**src/circ_pkg.sv**
```systemverilog
package circ_pkg;

    // ****************************************************************
    // register indices and byte addresses
    // ****************************************************************
    localparam int unsigned ADDR_W        = 12;
    localparam int unsigned IDX_M_EVEN    = 'h20;
    localparam int unsigned IDX_M_ODD     = 'h21;
    localparam int unsigned IDX_S_EVEN    = 'hA0;
    localparam int unsigned IDX_S_ODD     = 'hA1;
    localparam int unsigned IDX_EV_STATUS = 'hB0;
    localparam int unsigned IDX_EV_MASK   = 'hB1;
    localparam logic [ADDR_W-1:0] ADDR_M_EVEN    = ADDR_W'(IDX_M_EVEN * 4);
    localparam logic [ADDR_W-1:0] ADDR_M_ODD     = ADDR_W'(IDX_M_ODD * 4);
    localparam logic [ADDR_W-1:0] ADDR_S_EVEN    = ADDR_W'(IDX_S_EVEN * 4);
    localparam logic [ADDR_W-1:0] ADDR_S_ODD     = ADDR_W'(IDX_S_ODD * 4);
    localparam logic [ADDR_W-1:0] ADDR_EV_STATUS = ADDR_W'(IDX_EV_STATUS * 4);
    localparam logic [ADDR_W-1:0] ADDR_EV_MASK   = ADDR_W'(IDX_EV_MASK * 4);

    // ****************************************************************
    // field positions and codes
    // ****************************************************************
    localparam int unsigned INIT_SEL_BIT   = 4;
    localparam int unsigned INIT_IC4_BIT   = 0;
    localparam int unsigned CAS_SLAVE_BIT  = 2;
    localparam int unsigned MODE_SPECIAL_NESTED_SELECT_BIT  = 4;
    localparam int unsigned MODE_AUTO_END_OF_INTERRUPT_BIT  = 1;
    localparam int unsigned VEC_LEVEL_W    = 3;
    localparam logic [7:0]  EOI_NONSPEC    = 8'h20;
    localparam logic [2:0]  SLAVE_CODE     = 3'h2;
    localparam logic [2:0]  SLAVE_INPUT    = 3'h2;
    localparam logic [7:0]  MASK_RESET     = 8'h00;
    localparam int unsigned EV_W           = 3;
    localparam int unsigned EV_INT_RISE    = 0;
    localparam int unsigned EV_VECTOR      = 1;
    localparam int unsigned EV_SPURIOUS    = 2;

    typedef enum logic [1:0] {
        CIRC_WAIT_VECTOR,
        CIRC_WAIT_CASCADE,
        CIRC_WAIT_MODE,
        CIRC_READY
    } circ_init_t;

    // highest-priority set bit: {found, index}, bit 0 wins
    function automatic logic [3:0] circ_first(input logic [7:0] v);
        logic [3:0] r;
        r = 4'h0;
        for (int i = 7; i >= 0; i--) begin
            if (v[i]) begin
                r = {1'b1, 3'(i)};
            end
        end
        return r;
    endfunction

endpackage

```
**src/circ_ctrl.sv**
```systemverilog
`timescale 1ns/1ps
module circ_ctrl
    import circ_pkg::*;
(
    input  wire logic       clk,
    input  wire logic       rst_n,
    input  wire logic       wr_even,
    input  wire logic       wr_odd,
    input  wire logic [7:0] wdata,
    input  wire logic [7:0] req,
    input  wire logic       ack_take,
    input  wire logic       ack_done,
    output logic            int_out,
    output logic [7:0]      mask,
    output logic [7:0]      cascade,
    output logic [7:0]      vector,
    output logic [3:0]      top_req,
    output logic            init_ready
);

    // ****************************************************************
    // state
    // ****************************************************************
    circ_init_t  state;
    logic [7:0]  base;
    logic [7:0]  mode;
    logic [7:0]  isr;
    logic        need_mode;
    logic [2:0]  taken;
    logic [7:0]  next_isr;

    wire logic [7:0] accepted  = req & ~mask;
    wire logic [3:0] top_isr   = circ_first(isr);
    wire logic       special_nested_select      = mode[MODE_SPECIAL_NESTED_SELECT_BIT];
    wire logic       auto_end_of_interrupt      = mode[MODE_AUTO_END_OF_INTERRUPT_BIT];
    wire logic       init_wr   = wr_even & wdata[INIT_SEL_BIT];
    wire logic       eoi_wr    = wr_even & (wdata == EOI_NONSPEC);
    wire logic       pending   = top_req[3] & (~top_isr[3] | (top_req[2:0] < top_isr[2:0])
                                 | (special_nested_select & (top_req[2:0] == top_isr[2:0])));

    assign top_req    = circ_first(accepted);
    assign vector     = {base[7:VEC_LEVEL_W], taken};
    assign init_ready = (state == CIRC_READY);

    always_comb begin
        next_isr = isr;
        if (ack_take && top_req[3]) begin
            next_isr[top_req[2:0]] = 1'b1;
        end
        if (ack_done && auto_end_of_interrupt) begin
            next_isr[taken] = 1'b0;
        end
        if (eoi_wr && top_isr[3]) begin
            next_isr[top_isr[2:0]] = 1'b0;
        end
    end

    // ****************************************************************
    // init sequence and mask
    // ****************************************************************
    always_ff @(posedge clk) begin
        if (!rst_n) begin
            state     <= CIRC_READY;
            mask      <= MASK_RESET;
            base      <= 8'h00;
            cascade   <= 8'h00;
            mode      <= 8'h00;
            need_mode <= 1'b0;
        end else if (init_wr) begin
            mask      <= MASK_RESET;
            state     <= CIRC_WAIT_VECTOR;
            need_mode <= wdata[INIT_IC4_BIT];
        end else if (wr_odd) begin
            unique case (state)
                CIRC_WAIT_VECTOR: begin
                    base  <= wdata;
                    state <= CIRC_WAIT_CASCADE;
                end
                CIRC_WAIT_CASCADE: begin
                    cascade <= wdata;
                    mode    <= 8'h00;
                    state   <= need_mode ? CIRC_WAIT_MODE : CIRC_READY;
                end
                CIRC_WAIT_MODE: begin
                    mode  <= wdata;
                    state <= CIRC_READY;
                end
                CIRC_READY: begin
                    mask <= wdata;
                end
            endcase
        end
    end

    always_ff @(posedge clk) begin
        if (!rst_n) begin
            isr     <= 8'h00;
            taken   <= 3'h0;
            int_out <= 1'b0;
        end else begin
            isr     <= next_isr;
            int_out <= pending;
            if (ack_take) begin
                taken <= top_req[2:0];
            end
        end
    end

    a_init_order: assert property (@(posedge clk) disable iff (!rst_n)
        (state == CIRC_WAIT_VECTOR && wr_odd && !init_wr) |=> (state == CIRC_WAIT_CASCADE && base == $past(wdata)))
        else $error("vector base word not taken in order");

    a_auto_end_of_interrupt_clear: assert property (@(posedge clk) disable iff (!rst_n)
        (ack_done && auto_end_of_interrupt && !ack_take) |=> !isr[$past(taken)])
        else $error("auto end of interrupt left in-service bit set");

endmodule // circ_ctrl

```
**src/circ_top.sv**
```systemverilog
// Summary of operation
// - init word starts vector, cascade, mode sequence
// - init word clears request mask
// - slave arbitrates high lines, drives master input 2
// - master arbitrates input 2, raises processor request
// - slave compares id with broadcast code
// - matching slave supplies the vector
// - mode bit 4 selects special nesting
// - mode bit 1 selects automatic end
// - mask bit one blocks its request
// - mask bit zero accepts requests again
// - masking master input 2 blocks slave
`timescale 1ns/1ps
module circ_top
    import circ_pkg::*;
(
    input  wire logic              clk,
    input  wire logic              rst_n,
    input  wire logic [ADDR_W-1:0] paddr,
    input  wire logic              psel,
    input  wire logic              penable,
    input  wire logic              pwrite,
    input  wire logic [31:0]       pwdata,
    output logic [31:0]            prdata,
    output logic                   pready,
    output logic                   pslverr,
    input  wire logic [15:0]       irq_in,
    input  wire logic              int_ack_strobe_n,
    output logic                   int_request_out,
    output logic [7:0]             vector_data,
    output logic                   vector_valid,
    output logic                   irq_out
);

    // ****************************************************************
    // bus decode
    // ****************************************************************
    wire logic setup     = psel & ~penable;
    wire logic access    = psel & penable & pready;
    wire logic hit_m_ev  = (paddr == ADDR_M_EVEN);
    wire logic hit_m_od  = (paddr == ADDR_M_ODD);
    wire logic hit_s_ev  = (paddr == ADDR_S_EVEN);
    wire logic hit_s_od  = (paddr == ADDR_S_ODD);
    wire logic hit_st    = (paddr == ADDR_EV_STATUS);
    wire logic hit_mk    = (paddr == ADDR_EV_MASK);
    wire logic hit_any   = hit_m_ev | hit_m_od | hit_s_ev | hit_s_od | hit_st | hit_mk;
    wire logic wr_acc    = access & pwrite & hit_any;
    wire logic wr_m_even = wr_acc & hit_m_ev;
    wire logic wr_m_odd  = wr_acc & hit_m_od;
    wire logic wr_s_even = wr_acc & hit_s_ev;
    wire logic wr_s_odd  = wr_acc & hit_s_od;
    wire logic wr_ev_mk  = wr_acc & hit_mk;
    wire logic rd_st     = access & ~pwrite & hit_st;

    // ****************************************************************
    // pin synchronisers
    // ****************************************************************
    logic [15:0] irq_s1;
    logic [15:0] irq_s2;
    logic        ack_s1;
    logic        ack_s2;
    logic        ack_d;
    logic        ack_second;

    always_ff @(posedge clk) begin
        if (!rst_n) begin
            irq_s1 <= 16'h0000;
            irq_s2 <= 16'h0000;
            ack_s1 <= 1'b1;
            ack_s2 <= 1'b1;
            ack_d  <= 1'b1;
        end else begin
            irq_s1 <= irq_in;
            irq_s2 <= irq_s1;
            ack_s1 <= int_ack_strobe_n;
            ack_s2 <= ack_s1;
            ack_d  <= ack_s2;
        end
    end

    // trailing edge of each acknowledge pulse
    wire logic ack_end   = ack_s2 & ~ack_d;
    wire logic first_end = ack_end & ~ack_second;
    wire logic last_end  = ack_end & ack_second;

    // ****************************************************************
    // controller pair
    // ****************************************************************
    logic       m_int;
    logic [7:0] m_mask;
    logic [7:0] m_cas;
    logic [7:0] m_vec;
    logic [3:0] m_top;
    logic       m_ready;
    logic       s_int;
    logic [7:0] s_mask;
    logic [7:0] s_cas;
    logic [7:0] s_vec;
    logic [3:0] s_top;
    logic       s_ready;
    logic       slave_sel;

    wire logic [7:0] m_req = {irq_s2[7:3], s_int, irq_s2[1:0]};
    wire logic [7:0] s_req = irq_s2[15:8];

    // code the master broadcasts between the two pulses
    wire logic [2:0] cas_code   = m_top[2:0];
    wire logic       cas_active = m_top[3] & (m_top[2:0] == SLAVE_INPUT) & m_cas[CAS_SLAVE_BIT];
    wire logic       s_match    = cas_active & (s_cas[2:0] == cas_code);
    wire logic       spurious   = first_end & ~m_top[3];

    circ_ctrl u_master (
        .clk        (clk),
        .rst_n      (rst_n),
        .wr_even    (wr_m_even),
        .wr_odd     (wr_m_odd),
        .wdata      (pwdata[7:0]),
        .req        (m_req),
        .ack_take   (first_end),
        .ack_done   (last_end),
        .int_out    (m_int),
        .mask       (m_mask),
        .cascade    (m_cas),
        .vector     (m_vec),
        .top_req    (m_top),
        .init_ready (m_ready)
    );

    circ_ctrl u_slave (
        .clk        (clk),
        .rst_n      (rst_n),
        .wr_even    (wr_s_even),
        .wr_odd     (wr_s_odd),
        .wdata      (pwdata[7:0]),
        .req        (s_req),
        .ack_take   (first_end & s_match),
        .ack_done   (last_end & slave_sel),
        .int_out    (s_int),
        .mask       (s_mask),
        .cascade    (s_cas),
        .vector     (s_vec),
        .top_req    (s_top),
        .init_ready (s_ready)
    );

    // ****************************************************************
    // acknowledge sequence
    // ****************************************************************
    wire logic [7:0] next_vector = slave_sel ? s_vec : m_vec;

    always_ff @(posedge clk) begin
        if (!rst_n) begin
            ack_second      <= 1'b0;
            slave_sel       <= 1'b0;
            vector_data     <= 8'h00;
            vector_valid    <= 1'b0;
            int_request_out <= 1'b0;
        end else begin
            int_request_out <= m_int;
            vector_valid    <= last_end;
            if (first_end) begin
                ack_second <= 1'b1;
                slave_sel  <= s_match;
            end else if (last_end) begin
                ack_second  <= 1'b0;
                vector_data <= next_vector;
            end
        end
    end

    // ****************************************************************
    // event status and interrupt
    // ****************************************************************
    logic [EV_W-1:0] ev_status;
    logic [EV_W-1:0] ev_mask;
    logic            m_int_d;
    logic [EV_W-1:0] ev_set;
    logic [EV_W-1:0] next_status;

    always_comb begin
        ev_set              = '0;
        ev_set[EV_INT_RISE] = m_int & ~m_int_d;
        ev_set[EV_VECTOR]   = last_end;
        ev_set[EV_SPURIOUS] = spurious;
    end

    // only bits already reported are cleared; a set in the clearing cycle survives
    assign next_status = (rd_st ? (ev_status & ~prdata[EV_W-1:0]) : ev_status) | ev_set;

    always_ff @(posedge clk) begin
        if (!rst_n) begin
            ev_status <= '0;
            ev_mask   <= '0;
            m_int_d   <= 1'b0;
            irq_out   <= 1'b0;
        end else begin
            ev_status <= next_status;
            m_int_d   <= m_int;
            irq_out   <= |(next_status & ev_mask);
            if (wr_ev_mk) begin
                ev_mask <= pwdata[EV_W-1:0];
            end
        end
    end

    // ****************************************************************
    // read path
    // ****************************************************************
    wire logic [7:0] m_irr_rd = m_req;
    wire logic [7:0] s_irr_rd = s_req;
    logic [31:0]     rd_mux;

    always_comb begin
        rd_mux = 32'h0000_0000;
        if (hit_m_ev) begin
            rd_mux[7:0] = m_irr_rd;
        end else if (hit_m_od) begin
            rd_mux[7:0] = m_mask;
        end else if (hit_s_ev) begin
            rd_mux[7:0] = s_irr_rd;
        end else if (hit_s_od) begin
            rd_mux[7:0] = s_mask;
        end else if (hit_st) begin
            rd_mux[EV_W-1:0] = ev_status;
        end else if (hit_mk) begin
            rd_mux[EV_W-1:0] = ev_mask;
        end
    end

    always_ff @(posedge clk) begin
        if (!rst_n) begin
            prdata  <= 32'h0000_0000;
            pready  <= 1'b0;
            pslverr <= 1'b0;
        end else begin
            pready <= 1'b1;
            if (setup) begin
                prdata  <= rd_mux;
                pslverr <= ~hit_any;
            end
        end
    end

    // ****************************************************************
    // checks
    // ****************************************************************
    a_mask_init_clr: assert property (@(posedge clk) disable iff (!rst_n)
        (wr_m_even && pwdata[INIT_SEL_BIT]) |=> (m_mask == MASK_RESET))
        else $error("init word did not clear master mask");

    a_mask_write: assert property (@(posedge clk) disable iff (!rst_n)
        (wr_m_odd && m_ready) |=> (m_mask == $past(pwdata[7:0])))
        else $error("mask write after init not stored");

    a_mask_blocks: assert property (@(posedge clk) disable iff (!rst_n)
        (m_mask == 8'hFF) [*3] |=> !m_int)
        else $error("fully masked controller raised request");

    a_slave_block: assert property (@(posedge clk) disable iff (!rst_n)
        (m_mask[SLAVE_INPUT] && m_top[3]) |-> (m_top[2:0] != SLAVE_INPUT))
        else $error("masked cascade input still won arbitration");

    a_cascade_feed: assert property (@(posedge clk) disable iff (!rst_n)
        $rose(s_int) && !m_mask[SLAVE_INPUT] |-> m_req[SLAVE_INPUT])
        else $error("slave request did not reach master input");

    a_int_follow: assert property (@(posedge clk) disable iff (!rst_n)
        $rose(m_int) |=> int_request_out)
        else $error("processor request did not follow master");

    a_slave_sel: assert property (@(posedge clk) disable iff (!rst_n)
        first_end |=> (slave_sel == $past(s_match)))
        else $error("slave id compare not latched at first pulse end");

    a_vector_src: assert property (@(posedge clk) disable iff (!rst_n)
        (last_end && slave_sel) |=> (vector_data == $past(s_vec)) && vector_valid)
        else $error("matching slave did not supply vector");

    a_status_keep: assert property (@(posedge clk) disable iff (!rst_n)
        (rd_st && last_end) |=> ev_status[EV_VECTOR])
        else $error("event lost in clearing read");

    a_pready_zero: assert property (@(posedge clk) disable iff (!rst_n)
        (psel && !penable) |=> pready)
        else $error("access phase entered with wait state");

    a_slverr_map: assert property (@(posedge clk) disable iff (!rst_n)
        (psel && !penable) |=> (pslverr == !$past(hit_any)))
        else $error("error response does not match decode");

    a_slave_init_clr: assert property (@(posedge clk) disable iff (!rst_n)
        (wr_s_even && pwdata[INIT_SEL_BIT]) |=> (s_mask == MASK_RESET))
        else $error("init word did not clear slave mask");

    a_slave_mask_wr: assert property (@(posedge clk) disable iff (!rst_n)
        (wr_s_odd && s_ready) |=> (s_mask == $past(pwdata[7:0])))
        else $error("slave mask write after init not stored");

    a_master_vec: assert property (@(posedge clk) disable iff (!rst_n)
        (last_end && !slave_sel) |=> (vector_data == $past(m_vec)) && vector_valid)
        else $error("master vector not delivered");

    a_id_mismatch: assert property (@(posedge clk) disable iff (!rst_n)
        (first_end && (s_cas[2:0] != SLAVE_CODE)) |=> !slave_sel)
        else $error("slave selected with wrong id");

    a_cascade_sel: assert property (@(posedge clk) disable iff (!rst_n)
        (first_end && m_top[3] && (m_top[2:0] == SLAVE_INPUT) && m_cas[CAS_SLAVE_BIT]
         && (s_cas[2:0] == SLAVE_CODE)) |=> slave_sel)
        else $error("slave not selected for cascade code");

    a_master_idle: assert property (@(posedge clk) disable iff (!rst_n)
        ((m_req & ~m_mask) == 8'h00) |=> !m_int)
        else $error("master request with all lines masked");

    a_slave_idle: assert property (@(posedge clk) disable iff (!rst_n)
        ((s_req & ~s_mask) == 8'h00) |=> !s_int)
        else $error("slave request with all lines masked");

    a_valid_pulse: assert property (@(posedge clk) disable iff (!rst_n)
        vector_valid |=> !vector_valid)
        else $error("vector valid longer than one cycle");

    a_vector_hold: assert property (@(posedge clk) disable iff (!rst_n)
        !$past(last_end) |-> $stable(vector_data))
        else $error("vector data changed without acknowledge");

    a_irq_level: assert property (@(posedge clk) disable iff (!rst_n)
        !$past(wr_ev_mk) |-> (irq_out == |(ev_status & ev_mask)))
        else $error("interrupt output does not follow status");

    a_spur_event: assert property (@(posedge clk) disable iff (!rst_n)
        spurious |=> ev_status[EV_SPURIOUS])
        else $error("spurious acknowledge not recorded");

    a_rise_event: assert property (@(posedge clk) disable iff (!rst_n)
        (m_int && !m_int_d) |=> ev_status[EV_INT_RISE])
        else $error("request rise not recorded");

endmodule // circ_top

```
**config.mk**
```make
export PLATFORM = sky130hd
export DESIGN_NAME = circ_top
export DESIGN_NICKNAME = d
export VERILOG_FILES = /design/src/circ_pkg.sv /design/src/circ_ctrl.sv /design/src/circ_top.sv
export SDC_FILE = /design/constraint.sdc
export NUM_CORES = 1
export LEC_CHECK = 0
export BUFFER_PORTS_ARGS = -buffer_cell sky130_fd_sc_hd__clkbuf_2
export CORE_MARGIN = 2
export CORE_UTILIZATION = 40
export CTS_CLUSTER_DIAMETER = 100
export DETAILED_ROUTE_END_ITERATION = 6
export PLACE_DENSITY = 0.72
export SLEW_MARGIN = 0
export SYNTH_ARGS = -nofsm -noshare
export SYNTH_HDL_FRONTEND = slang
export SYNTH_SLANG_ARGS = --single-unit
```
**constraint.sdc**
```tcl
create_clock -name clk -period 2.96 [get_ports clk]
set_input_delay 0.148 -clock clk [delete_from_list [all_inputs] [get_ports clk]]
set_output_delay 0.148 -clock clk [all_outputs]
set_load 0.005 [all_outputs]
```
**After elaboration in Yosys (flattened, before gate mapping)**

Index checks and enable logic that the tools add are counted.

- Input port bits: 66
- Output and inout bits: 45
- Register bits: 142
- Logic and storage cells: 242

- Bitwise operators: 70
- Eq/ne operators: 17
- Reductions and logical operators: 35
- Magnitude comparators: 14
- Mux-type cells: 72

Operators with widths:

| operator | number |
|---|---|
| 2-to-1 mux 4 bit | 32 |
| 2-to-1 mux 8 bit | 10 |
| bitwise AND 8 bit | 6 |
| equality test 12 x 10 -> 1 bit (second input constant) | 4 |
| NOT 8 bit | 6 |
| bitwise AND 1 bit | 30 |
| equality test 12 x 8 -> 1 bit (second input constant) | 2 |
| < comparator 3 x 4 -> 1 bit (second input constant) | 6 |
| case mux 5 bit (2 select lines) | 2 |
| demux 1 bit (select 3 bit) | 6 |
| >= comparator 3 x 1 -> 1 bit (second input constant) | 6 |
| AND reduction 3 bit | 6 |
| OR 8 bit | 2 |
| NOT 1 bit | 13 |
| logical AND 1 bit | 12 |
| 2-to-1 mux 3 bit | 4 |
| case mux 2 bit (3 select lines) | 2 |
| 2-to-1 mux 1 bit | 11 |
| AND reduction 2 bit | 5 |
| nonzero test 2 bit | 5 |
| equality test 3 bit | 3 |
| OR 1 bit | 9 |
| equality test 2 bit (second input constant) | 4 |
| equality test 8 x 6 -> 1 bit (second input constant) | 1 |
| 12 further kinds | 21 |

**Longest topological paths before layout**

Gate-level depths: netlist of run 1.

- Word-level depth: 21
- Gate-level depth with buffers: 11
- Depth with buffers taken out: 11

**By module**

A second synthesis of run 1 with hierarchy kept.

- Cells, all modules: 734
- Area total of the unflattened synthesis: 6720.2 sq um

By module, submodules not included:

| module | sequential area each (sq um) | times used | cells an instance | area an instance (sq um) |
|---|---|---|---|---|
| circ_top | 1241.2 | 1 | 280 | 2677.6 |
| circ_ctrl (u_slave) | 760.7 | 1 | 231 | 2055.7 |
| circ_ctrl (u_master) | 760.7 | 1 | 223 | 1986.9 |

**Least setup slack after synthesis of run 1**

OpenSTA, ideal clock, no wires.

- Path type: input -> register
- Start point: in paddr[5]
- End point: reg u_master.state[1]
- Arrival time: 1.748 ns
- Slack: 1.097 ns
- Stages on the path: 6
- Setup time: 0.115 ns
- Path buffers: 0
- Data required time: 2.845 ns
- Cells stage by stage: nor4b_1 -> nand3_2 -> nor2_4 -> o31a_1 -> mux2_2 -> a21bo_2

- Cells in the longest elaborated chain, start to end: 11
- Elaborated cells on any way between the ends: 19
- Those cells by class: 6 x eq/ne; 1 x mux; 9 x bitwise; 3 x reduce/logical

Ends and longest elaborated chain:

| what | RTL line | source |
|---|---|---|
| start, declared | circ_top.sv:19 | `input wire logic [ADDR_W-1:0] paddr,` |
| equality test 12 x 8 -> 1 bit, on equally long branches | circ_top.sv:40, circ_top.sv:41 |  |
| OR 1 bit (5 in series) | circ_top.sv:46 | `wire logic hit_any = hit_m_ev \| hit_m_od \| hit_s_ev \| hit_s_od \| hit_st \| hit_mk;` |
| bitwise AND 1 bit | circ_top.sv:47 | `wire logic wr_acc = access & pwrite & hit_any;` |
| bitwise AND 1 bit | circ_top.sv:48 | `wire logic wr_m_even = wr_acc & hit_m_ev;` |
| bitwise AND 1 bit | circ_ctrl.sv:36 | `wire logic init_wr = wr_even & wdata[INIT_SEL_BIT];` |
| nonzero test 4 bit (no line) or nonzero test 2 bit (tied branches) | -- |  |
| AND reduction 2 bit (no line) | -- |  |
| end signal, assigned | circ_ctrl.sv:82 | `state <= need_mode ? CIRC_WAIT_MODE : CIRC_READY;` |
| end, declared | circ_ctrl.sv:24 | `circ_init_t state;` |

Several ways; a longest one is shown, not always the timed one.
A chain may end at the register's enable or synchronous reset.

**Final worst setup path of run 1**

- Start point: reg irq_s2[0]
- End point: reg u_slave.isr[1]

- Cells in the longest elaborated chain, start to end: 13
- Elaborated cells on any way between the ends: 14
- Those cells by class: 2 x eq/ne; 4 x mux; 7 x bitwise; 1 x reduce/logical

Ends and longest elaborated chain:

| what | RTL line | source |
|---|---|---|
| start, declared | circ_top.sv:59 | `logic [15:0] irq_s2;` |
| start signal, assigned | circ_top.sv:74 | `irq_s2 <= irq_s1;` |
| bitwise AND 8 bit * | circ_ctrl.sv:32 | `wire logic [7:0] accepted = req & ~mask;` |
| 2-to-1 mux 4 bit * | circ_pkg.sv:50 | `if (v[i]) begin` |
| equality test 3 x 2 -> 1 bit | circ_top.sv:108 | `wire logic cas_active = m_top[3] & (m_top[2:0] == SLAVE_INPUT) & m_cas[CAS_SLAVE_BIT];` |
| bitwise AND 1 bit (2 in series) | circ_top.sv:108 |  |
| bitwise AND 1 bit * | circ_top.sv:109 | `wire logic s_match = cas_active & (s_cas[2:0] == cas_code);` |
| bitwise AND 1 bit * | circ_top.sv:136 | `.ack_take (first_end & s_match),` |
| logical AND 1 bit * | circ_ctrl.sv:47 | `if (ack_take && top_req[3]) begin` |
| 2-to-1 mux 8 bit * | circ_ctrl.sv:47 |  |
| bitwise AND 8 bit (no line) | -- |  |
| 2-to-1 mux 8 bit * | circ_ctrl.sv:50 | `if (ack_done && auto_end_of_interrupt) begin` |
| bitwise AND 8 bit (no line) | -- |  |
| 2-to-1 mux 8 bit * | circ_ctrl.sv:53 | `if (eoi_wr && top_isr[3]) begin` |
| end signal, assigned | circ_ctrl.sv:101 | `isr <= next_isr;` |
| end, declared | circ_ctrl.sv:27 | `logic [7:0] isr;` |

Mark *: on every way between the ends. The rest lies on a longest branch, timed or not.

==> summary.txt, run 1 <==
Run status
  • Status: complete, no violations

Yosys
  • Netlist Area Pre-Place: around 6000 µm²
  • #FFs+latches synth: about 130
  • Ys flop type: dfxtp_1
  • Yosys top cell by area: dfxtp_1
  • Top-area cell type share of the netlist area: 42.2%
  • Number of synthesized flops with an enable pin: 0
  • Register area share after synthesis: between 40% and 50%
  • Ys Warns: 0
  • Mean Syn Cell Area: around 8.6 µm²
  • Ys async rst share: 0%
  • Post-synth cell types: slightly below 60
  • Synth cell count leaders: dfxtp_1 (126), nand2_1 (60), nor2_1 (46)
  • Synth top area cells: dfxtp_1 (42%), mux2i_1 (6.2%), nand2_1 (3.8%)
  • Post-Syn Instances: 691
  • Most common cell in the netlist: dfxtp_1

Placement
  • I/O Buffers: a little over 60
  • Global placer's final weighted congestion: just over 0.9
  • Pre-CTS setup slack: roughly 0.69 ns
  • Hpwl dp: 10.4 mm

Global routing
  • GR Overflow Total: 0
  • Initial antenna violation count: 0
  • First-pass GRT wire length: 24.0 mm
  • GR Util All Layers: a little under a fifth
  • Largest net degree at the start of global routing: 93
  • Vias in the first global route: between 4,000 and 5,000

STA
  • Min setup slack post-route: 0.674 ns
  • Setup TNS: 0 ns
  • Clk_skew: 0.00736 ns
  • RSZ-0062 raised after global routing: false
  • Tightest Pin Transition: around 1.1 ns
  • Highest Clock Rate: between 400 and 500 MHz
  • Minimum clock period: ~2.3 ns
  • Final Cycle Share: about 77%
  • Final setup violation count: 0
  • Rel. slew slack: ~29%
  • Pins over their slew limit: 0
  • Hold Vio Cnt, Final: 0

Die
  • Die H: around 130 µm
  • Core area: about 15,000 µm²
  • Initial Utilization: about two fifths
  • Die W: 126 µm
  • Io pins: ~110
  • Die ar.: around 16,000 µm²
  • Rows: 44

Route
  • Via Count: 5,243
  • WL/cell: around 15 µm
  • Final WL: roughly 15 mm
  • ANT nets after route: 0
  • Pre-Repair DR Iteration Count: 5
  • Drt drc: 0
  • Vias per Instance: 5.42
  • Iteration-0 DRC Markers: 464

Clock network
  • CTS tree: built
  • Root buffer cell: clkbuf_16
  • H-tree levels: 4
  • CTS buffer count: 17
  • CTS Buffer Depth: 2
  • Post_cts resized: 0
  • Clock-pin slew on the worst setup and hold paths: roughly 0.06 ns
  • Clk_lat worst skew: between 0.4 and 0.5 ns
  • Sink Count: 126

Critical path
  • Crit path launch type: flip-flop
  • Worst Setup End Kind: flip-flop
  • Family with the most delay on the worst path: simple AND/OR/NAND/NOR gates
  • Critical Path AT: between 2 and 3 ns
  • CP Cell Sequence: nor2b_1, o32ai_2, inv_2, nand3_2, or4b_1, a21oi_1
  • WP data required: 3.31 ns
  • CP max-delay cell: or4b_1
  • Critical path fanouts, max: 12
  • CP Class: reg2reg
  • Worst path max stage delay: approximately 0.54 ns
  • CP bufs+invs: 1

Finish
  • Synth-to-Final Area Change: 19.1%
  • Final-layout fill cell count: 1,378
  • Diode count: 0
  • Final Net Count: 850
  • Layout cells sized above 1: 15.3%

Hold path
  • HP Class: in2reg

Pwr
  • Pleak: between 2 and 3 nW
  • Pwr Density: around 560 nW/µm²
  • Max VDD drop: between 0.0003 and 0.0004 V

Run
  • Max Cap Viol: 0
==> state kept, by name, summed over array words and instances (netlist names), 5 cells and up <==
name and cells:
u_slave.mask 8, u_master.mask 8, u_slave.isr 8, irq_s1 15
irq_s2 15, prdata 8, u_master.isr 8, u_master.base 5
u_slave.base 5, vector_data 8
==> cell usage in the layout (no fill, tap or decap), drive strengths merged, types with 10 or more instances in the layout <==
cell type	count
a21oi	39
and2	33
buf	10
clkbuf	79
conb	24
dfxtp	126
dlygate4sd3	16
ha	14
inv	32
mux2i	37
nand2	61
nand2b	18
nand3	39
nand4	15
nor2	48
nor2b	21
nor3	18
o21ai	43
o221ai	12
==> worst paths after layout <==
check / from / endpoint / slack, ns / cells past startpoint
min: pwdata[7] / u_slave.mask[7] / 0.06 / 3
max reg2reg: irq_s2[0] / u_slave.isr[1] / 0.67 / 6
max: irq_s2[0] / u_slave.isr[1] / 0.67 / 6
min reg2reg: ack_s1 / ack_s2 / 0.41 / 1
==> per-layer routing <==
metal	vias up	GRT usage (%)	part of all wire (%)
met5	-	0	0
met4	0	8.79	3.1
met3	41	5.23	6.3
met2	187	30.1	46
met1	2423	24.0	44
li1	2592	-	-
==> per-stage QoR <==
step	cells	total power [mW]	cell area [µm²]	util, %	hold slack, ns
final	967	3.99	7120	48.8	0.0597
after detailed placement	919	2.03	6390	43.8	0.346
after global routing	967	4.14	7120	48.8	0.0629
after CTS	967	4.02	7120	48.8	0.0377
after global placement	919	2.03	6390	43.8	0.352
after floorplan	714	1.96	6060	-	0.176
==> worst register-to-register path, cell delays in order, from the launching register on <==
cell     delay [ns]
dfxtp_1        0.40
nor2b_1        0.48
o32ai_2        0.22
inv_2          0.18
nand3_2        0.25
or4b_1         0.55
a21oi_1        0.15
==> cells by family (layout without fill, tap and decap cells) <==
group                    count (synthesis)  in the layout  synth area share (%)
other                                    1             24                0.0628
AND/OR/NAND/NOR                        287            287                  25.9
multiplexers                            38             38                  6.39
AO/OA/AOI/OAI                          153            153                  16.4
flip-flops                             126            126                  42.2
buffers and inverters                   72            141                  6.12
adder cells (fa/ha/maj)                 14             14                  2.93
==> repair_timing <==
action / in CTS / in global routing
setup buffers: 0 / 0
endpoints found under the hold margin: 16 / 0
hold buffers: 16 / 0
==> where the power goes <==
group	total, mW	switching (mW)	internal, mW
registers	1.75	0.0166	1.73
clock network	1.97	0.847	1.12
logic	0.273	0.164	0.109
==> area by class of cell <==
| type | instances | area, µm² | share of cell area (%) |
|---|---|---|---|
| multi-input cells | 516 | 3180 | 44.7 |
| flip-flops and latches | 126 | 2520 | 35.4 |
| repair buffers | 87 | 541 | 7.60 |
| clock buffers | 18 | 439 | 6.17 |
| well taps | 184 | 230 | 3.24 |
| clock inverters | 14 | 123 | 1.72 |
| inverters | 22 | 82.6 | 1.16 |
Power figures use the tool's default switching activity.
==> run 2: changes to the inputs <==
- ABC_AREA: default -> 1
- PLACE_DENSITY: 0.72 -> 0.71
- clock period: 2.96 -> 2.25 ns (I/O delays scaled with it)
==> summary.txt, run 2 <==
Run status
  • Status: complete, no violations

Finish
  • Final Net Count: 1,115
  • Layout cells sized above 1: between 15 and 20%
  • Synth-to-Final Area Change: 18.4%
  • Diode count: 0
  • Commonest non-fill, non-tap cell in the layout: nand2_1
  • Non-Filler Instances: ~1,300
  • Top flop regs: irq_s1: 15 flops, irq_s2: 15 flops
  • Most frequent cells in the layout: nand2_1 (241), inv_1 (133), dfxtp_1 (126)

STA
  • RSZ-0062 raised after global routing: false
  • Final setup violation count: 0
  • Highest Clock Rate: 518 MHz
  • Minimum clock period: 1.93 ns
  • Setup TNS: 0 ns
  • Final Cycle Share: between 80% and 90%
  • Tightest Pin Transition: roughly 0.80 ns
  • Rel. slew slack: around 47%
  • Hold Vio Cnt, Final: 0
  • Pins over their slew limit: 0
  • Clk_skew: between 0.006 and 0.007 ns

Critical path
  • Worst Setup End Kind: flip-flop
  • Worst path max stage delay: 0.47 ns
  • CP Class: reg2reg
  • Critical path fanouts, max: 3
  • R2R Setup Slk: about 0.32 ns
  • CP max-delay cell: o21ai_0
  • Family with the most delay on the worst path: compound AO/OA/AOI/OAI gates
  • CP Cell Sequence: inv_1, o21ai_0, nand2_1, nor2_1, nor2_1, inv_1, ha_1, a41oi_1, a21oi_1
  • WP data required: 2.56 ns
  • Crit path launch type: flip-flop
  • CP bufs+invs: 2
  • Critical Path AT: 2.24 ns

Yosys
  • Ys Warns: 0
  • Most common cell in the netlist: nand2_1
  • Synth cell count leaders: nand2_1 (241), inv_1 (133), dfxtp_1 (126)
  • Post-synth cell types: 40
  • Number of synthesized flops with an enable pin: 0
  • Yosys top cell by area: dfxtp_1
  • #FFs+latches synth: 126
  • Synth top area cells: dfxtp_1 (39%), nand2_1 (14%), inv_1 (7.7%)
  • Netlist Area Pre-Place: roughly 6500 µm²
  • Ys async rst share: 0%
  • Top-area cell type share of the netlist area: about two fifths
  • Post-Syn Instances: 951
  • Register area share after synthesis: roughly two fifths
  • Mean Syn Cell Area: a little under 7 µm²
  • Ys flop type: dfxtp_1

Route
  • Pre-Repair DR Iteration Count: 5
  • Via Count: between 6,000 and 7,000
  • WL/cell: 12.6 µm
  • Final WL: ~16 mm
  • Iteration-0 DRC Markers: roughly 390
  • Drt drc: 0
  • ANT nets after route: 0
  • Vias per Instance: around 4.8

Pwr
  • Pwr Density: around 690 nW/µm²
  • Max VDD drop: 0.000535 V
  • Pleak: ~3.8 nW

Die
  • Core area: approximately 16,000 µm²
  • Initial Utilization: between 40% and 50%
  • Io pins: ~110
  • Die ar.: between 15,000 and 20,000 µm²
  • Die H: 131 µm
  • Rows: 46
  • Die W: roughly 130 µm

Clock network
  • Root buffer cell: clkbuf_16
  • CTS tree: built
  • CTS buffer count: 17
  • H-tree levels: 4
  • Clk_lat worst skew: about 0.43 ns
  • CTS Buffer Depth: 2
  • Setup bufs post-CTS: 0
  • Sink Count: roughly 130
  • Clock-pin slew on the worst setup and hold paths: approximately 0.06 ns

Placement
  • I/O Buffers: between 60 and 70
  • Hpwl dp: about 12 mm
  • Global placer's final weighted congestion: around 0.91
  • Placed Instances: 1,216

Global routing
  • Vias in the first global route: between 5,000 and 6,000
  • Initial antenna violation count: 0
  • First-pass GRT wire length: around 26 mm
  • Largest net degree at the start of global routing: 83
  • GR Overflow Total: 0
  • GR Util All Layers: around a fifth

Hold path
  • HP Class: in2reg

Run
  • Max Cap Viol: 0
==> run 2: path summary, 6_finish.rpt <==
kind,start,end,depth (start not counted)
max reg2reg,irq_s2[14],u_slave.int_out,9
min,pwdata[7],u_master.mask[7],3
max,irq_s2[14],u_slave.int_out,9
min reg2reg,irq_s1[6],irq_s2[6],2
==> run 2: cell type report <==
class,count,area [µm²]
Multi-Input combinational cell,655,3220
Clock inverter,14,124
Sequential cell,126,2520
Timing Repair Buffer,84,518
Fill cell,1578,8170
Tap cell,216,270
Clock buffer,18,439
Inverter,151,567
==> run 2: report_power, final <==
part	internal [mW]	switching (mW)	leakage (nW)
Clock	1.47	1.13	0.262
Sequential	2.27	0.0219	1.02
Combinational	0.130	0.247	2.49
==> run 2: timing repair <==
action	4_1_cts	5_1_grt
hold buffers	16	0
endpoints found under the hold margin	16	0
resized for setup	0	0
==> run 2: worst register-to-register path: cells and delay by family, from the launching register on <==
| family | cells | cell delay [ns] |
|---|---|---|
| buffers and inverters | 2 | 0.14 |
| and+or+nand+nor | 3 | 0.30 |
| adders and majority gates | 1 | 0.25 |
| AOI/OAI and AO/OA | 3 | 0.78 |
| DFF | 1 | 0.34 |
==> run 2: per-layer routing <==
metal  global-route usage [%]  part of all wire, %  wire [µm]
met1                     23.5                   45       7170
met2                     31.3                   47       7470
met3                     4.82                  6.2        986
met4                     7.61                  1.8        286
met5                        0                    0          0
==> run 2: kinds of logic (layout without fill, tap and decap cells) <==
| group | after synthesis | after routing | synth area share, % |
|---|---|---|---|
| compound gates | 156 | 156 | 13.4 |
| fa+ha+maj | 14 | 14 | 2.71 |
| buf+inv | 193 | 267 | 12.6 |
| flops | 126 | 126 | 39.0 |
| other cells | 1 | 24 | 0.0579 |
| simple gates | 461 | 461 | 32.3 |
==> run 2: through the flow <==
step / power (mW) / instance area [µm²] / worst slack [ns] / hold WS, ns / utilization (%)
after global routing: 5.46 / 7660 / 0.155 / 0.0382 / 48.4
after CTS: 5.31 / 7660 / 0.337 / 0.0183 / 48.4
after detailed placement: 2.70 / 6940 / 0.384 / 0.300 / 43.8
after global placement: 2.69 / 6940 / 0.436 / 0.297 / 43.8
after floorplan: 2.60 / 6560 / 0.647 / 0.140 / -
final: 5.28 / 7660 / 0.319 / 0.0221 / 48.4
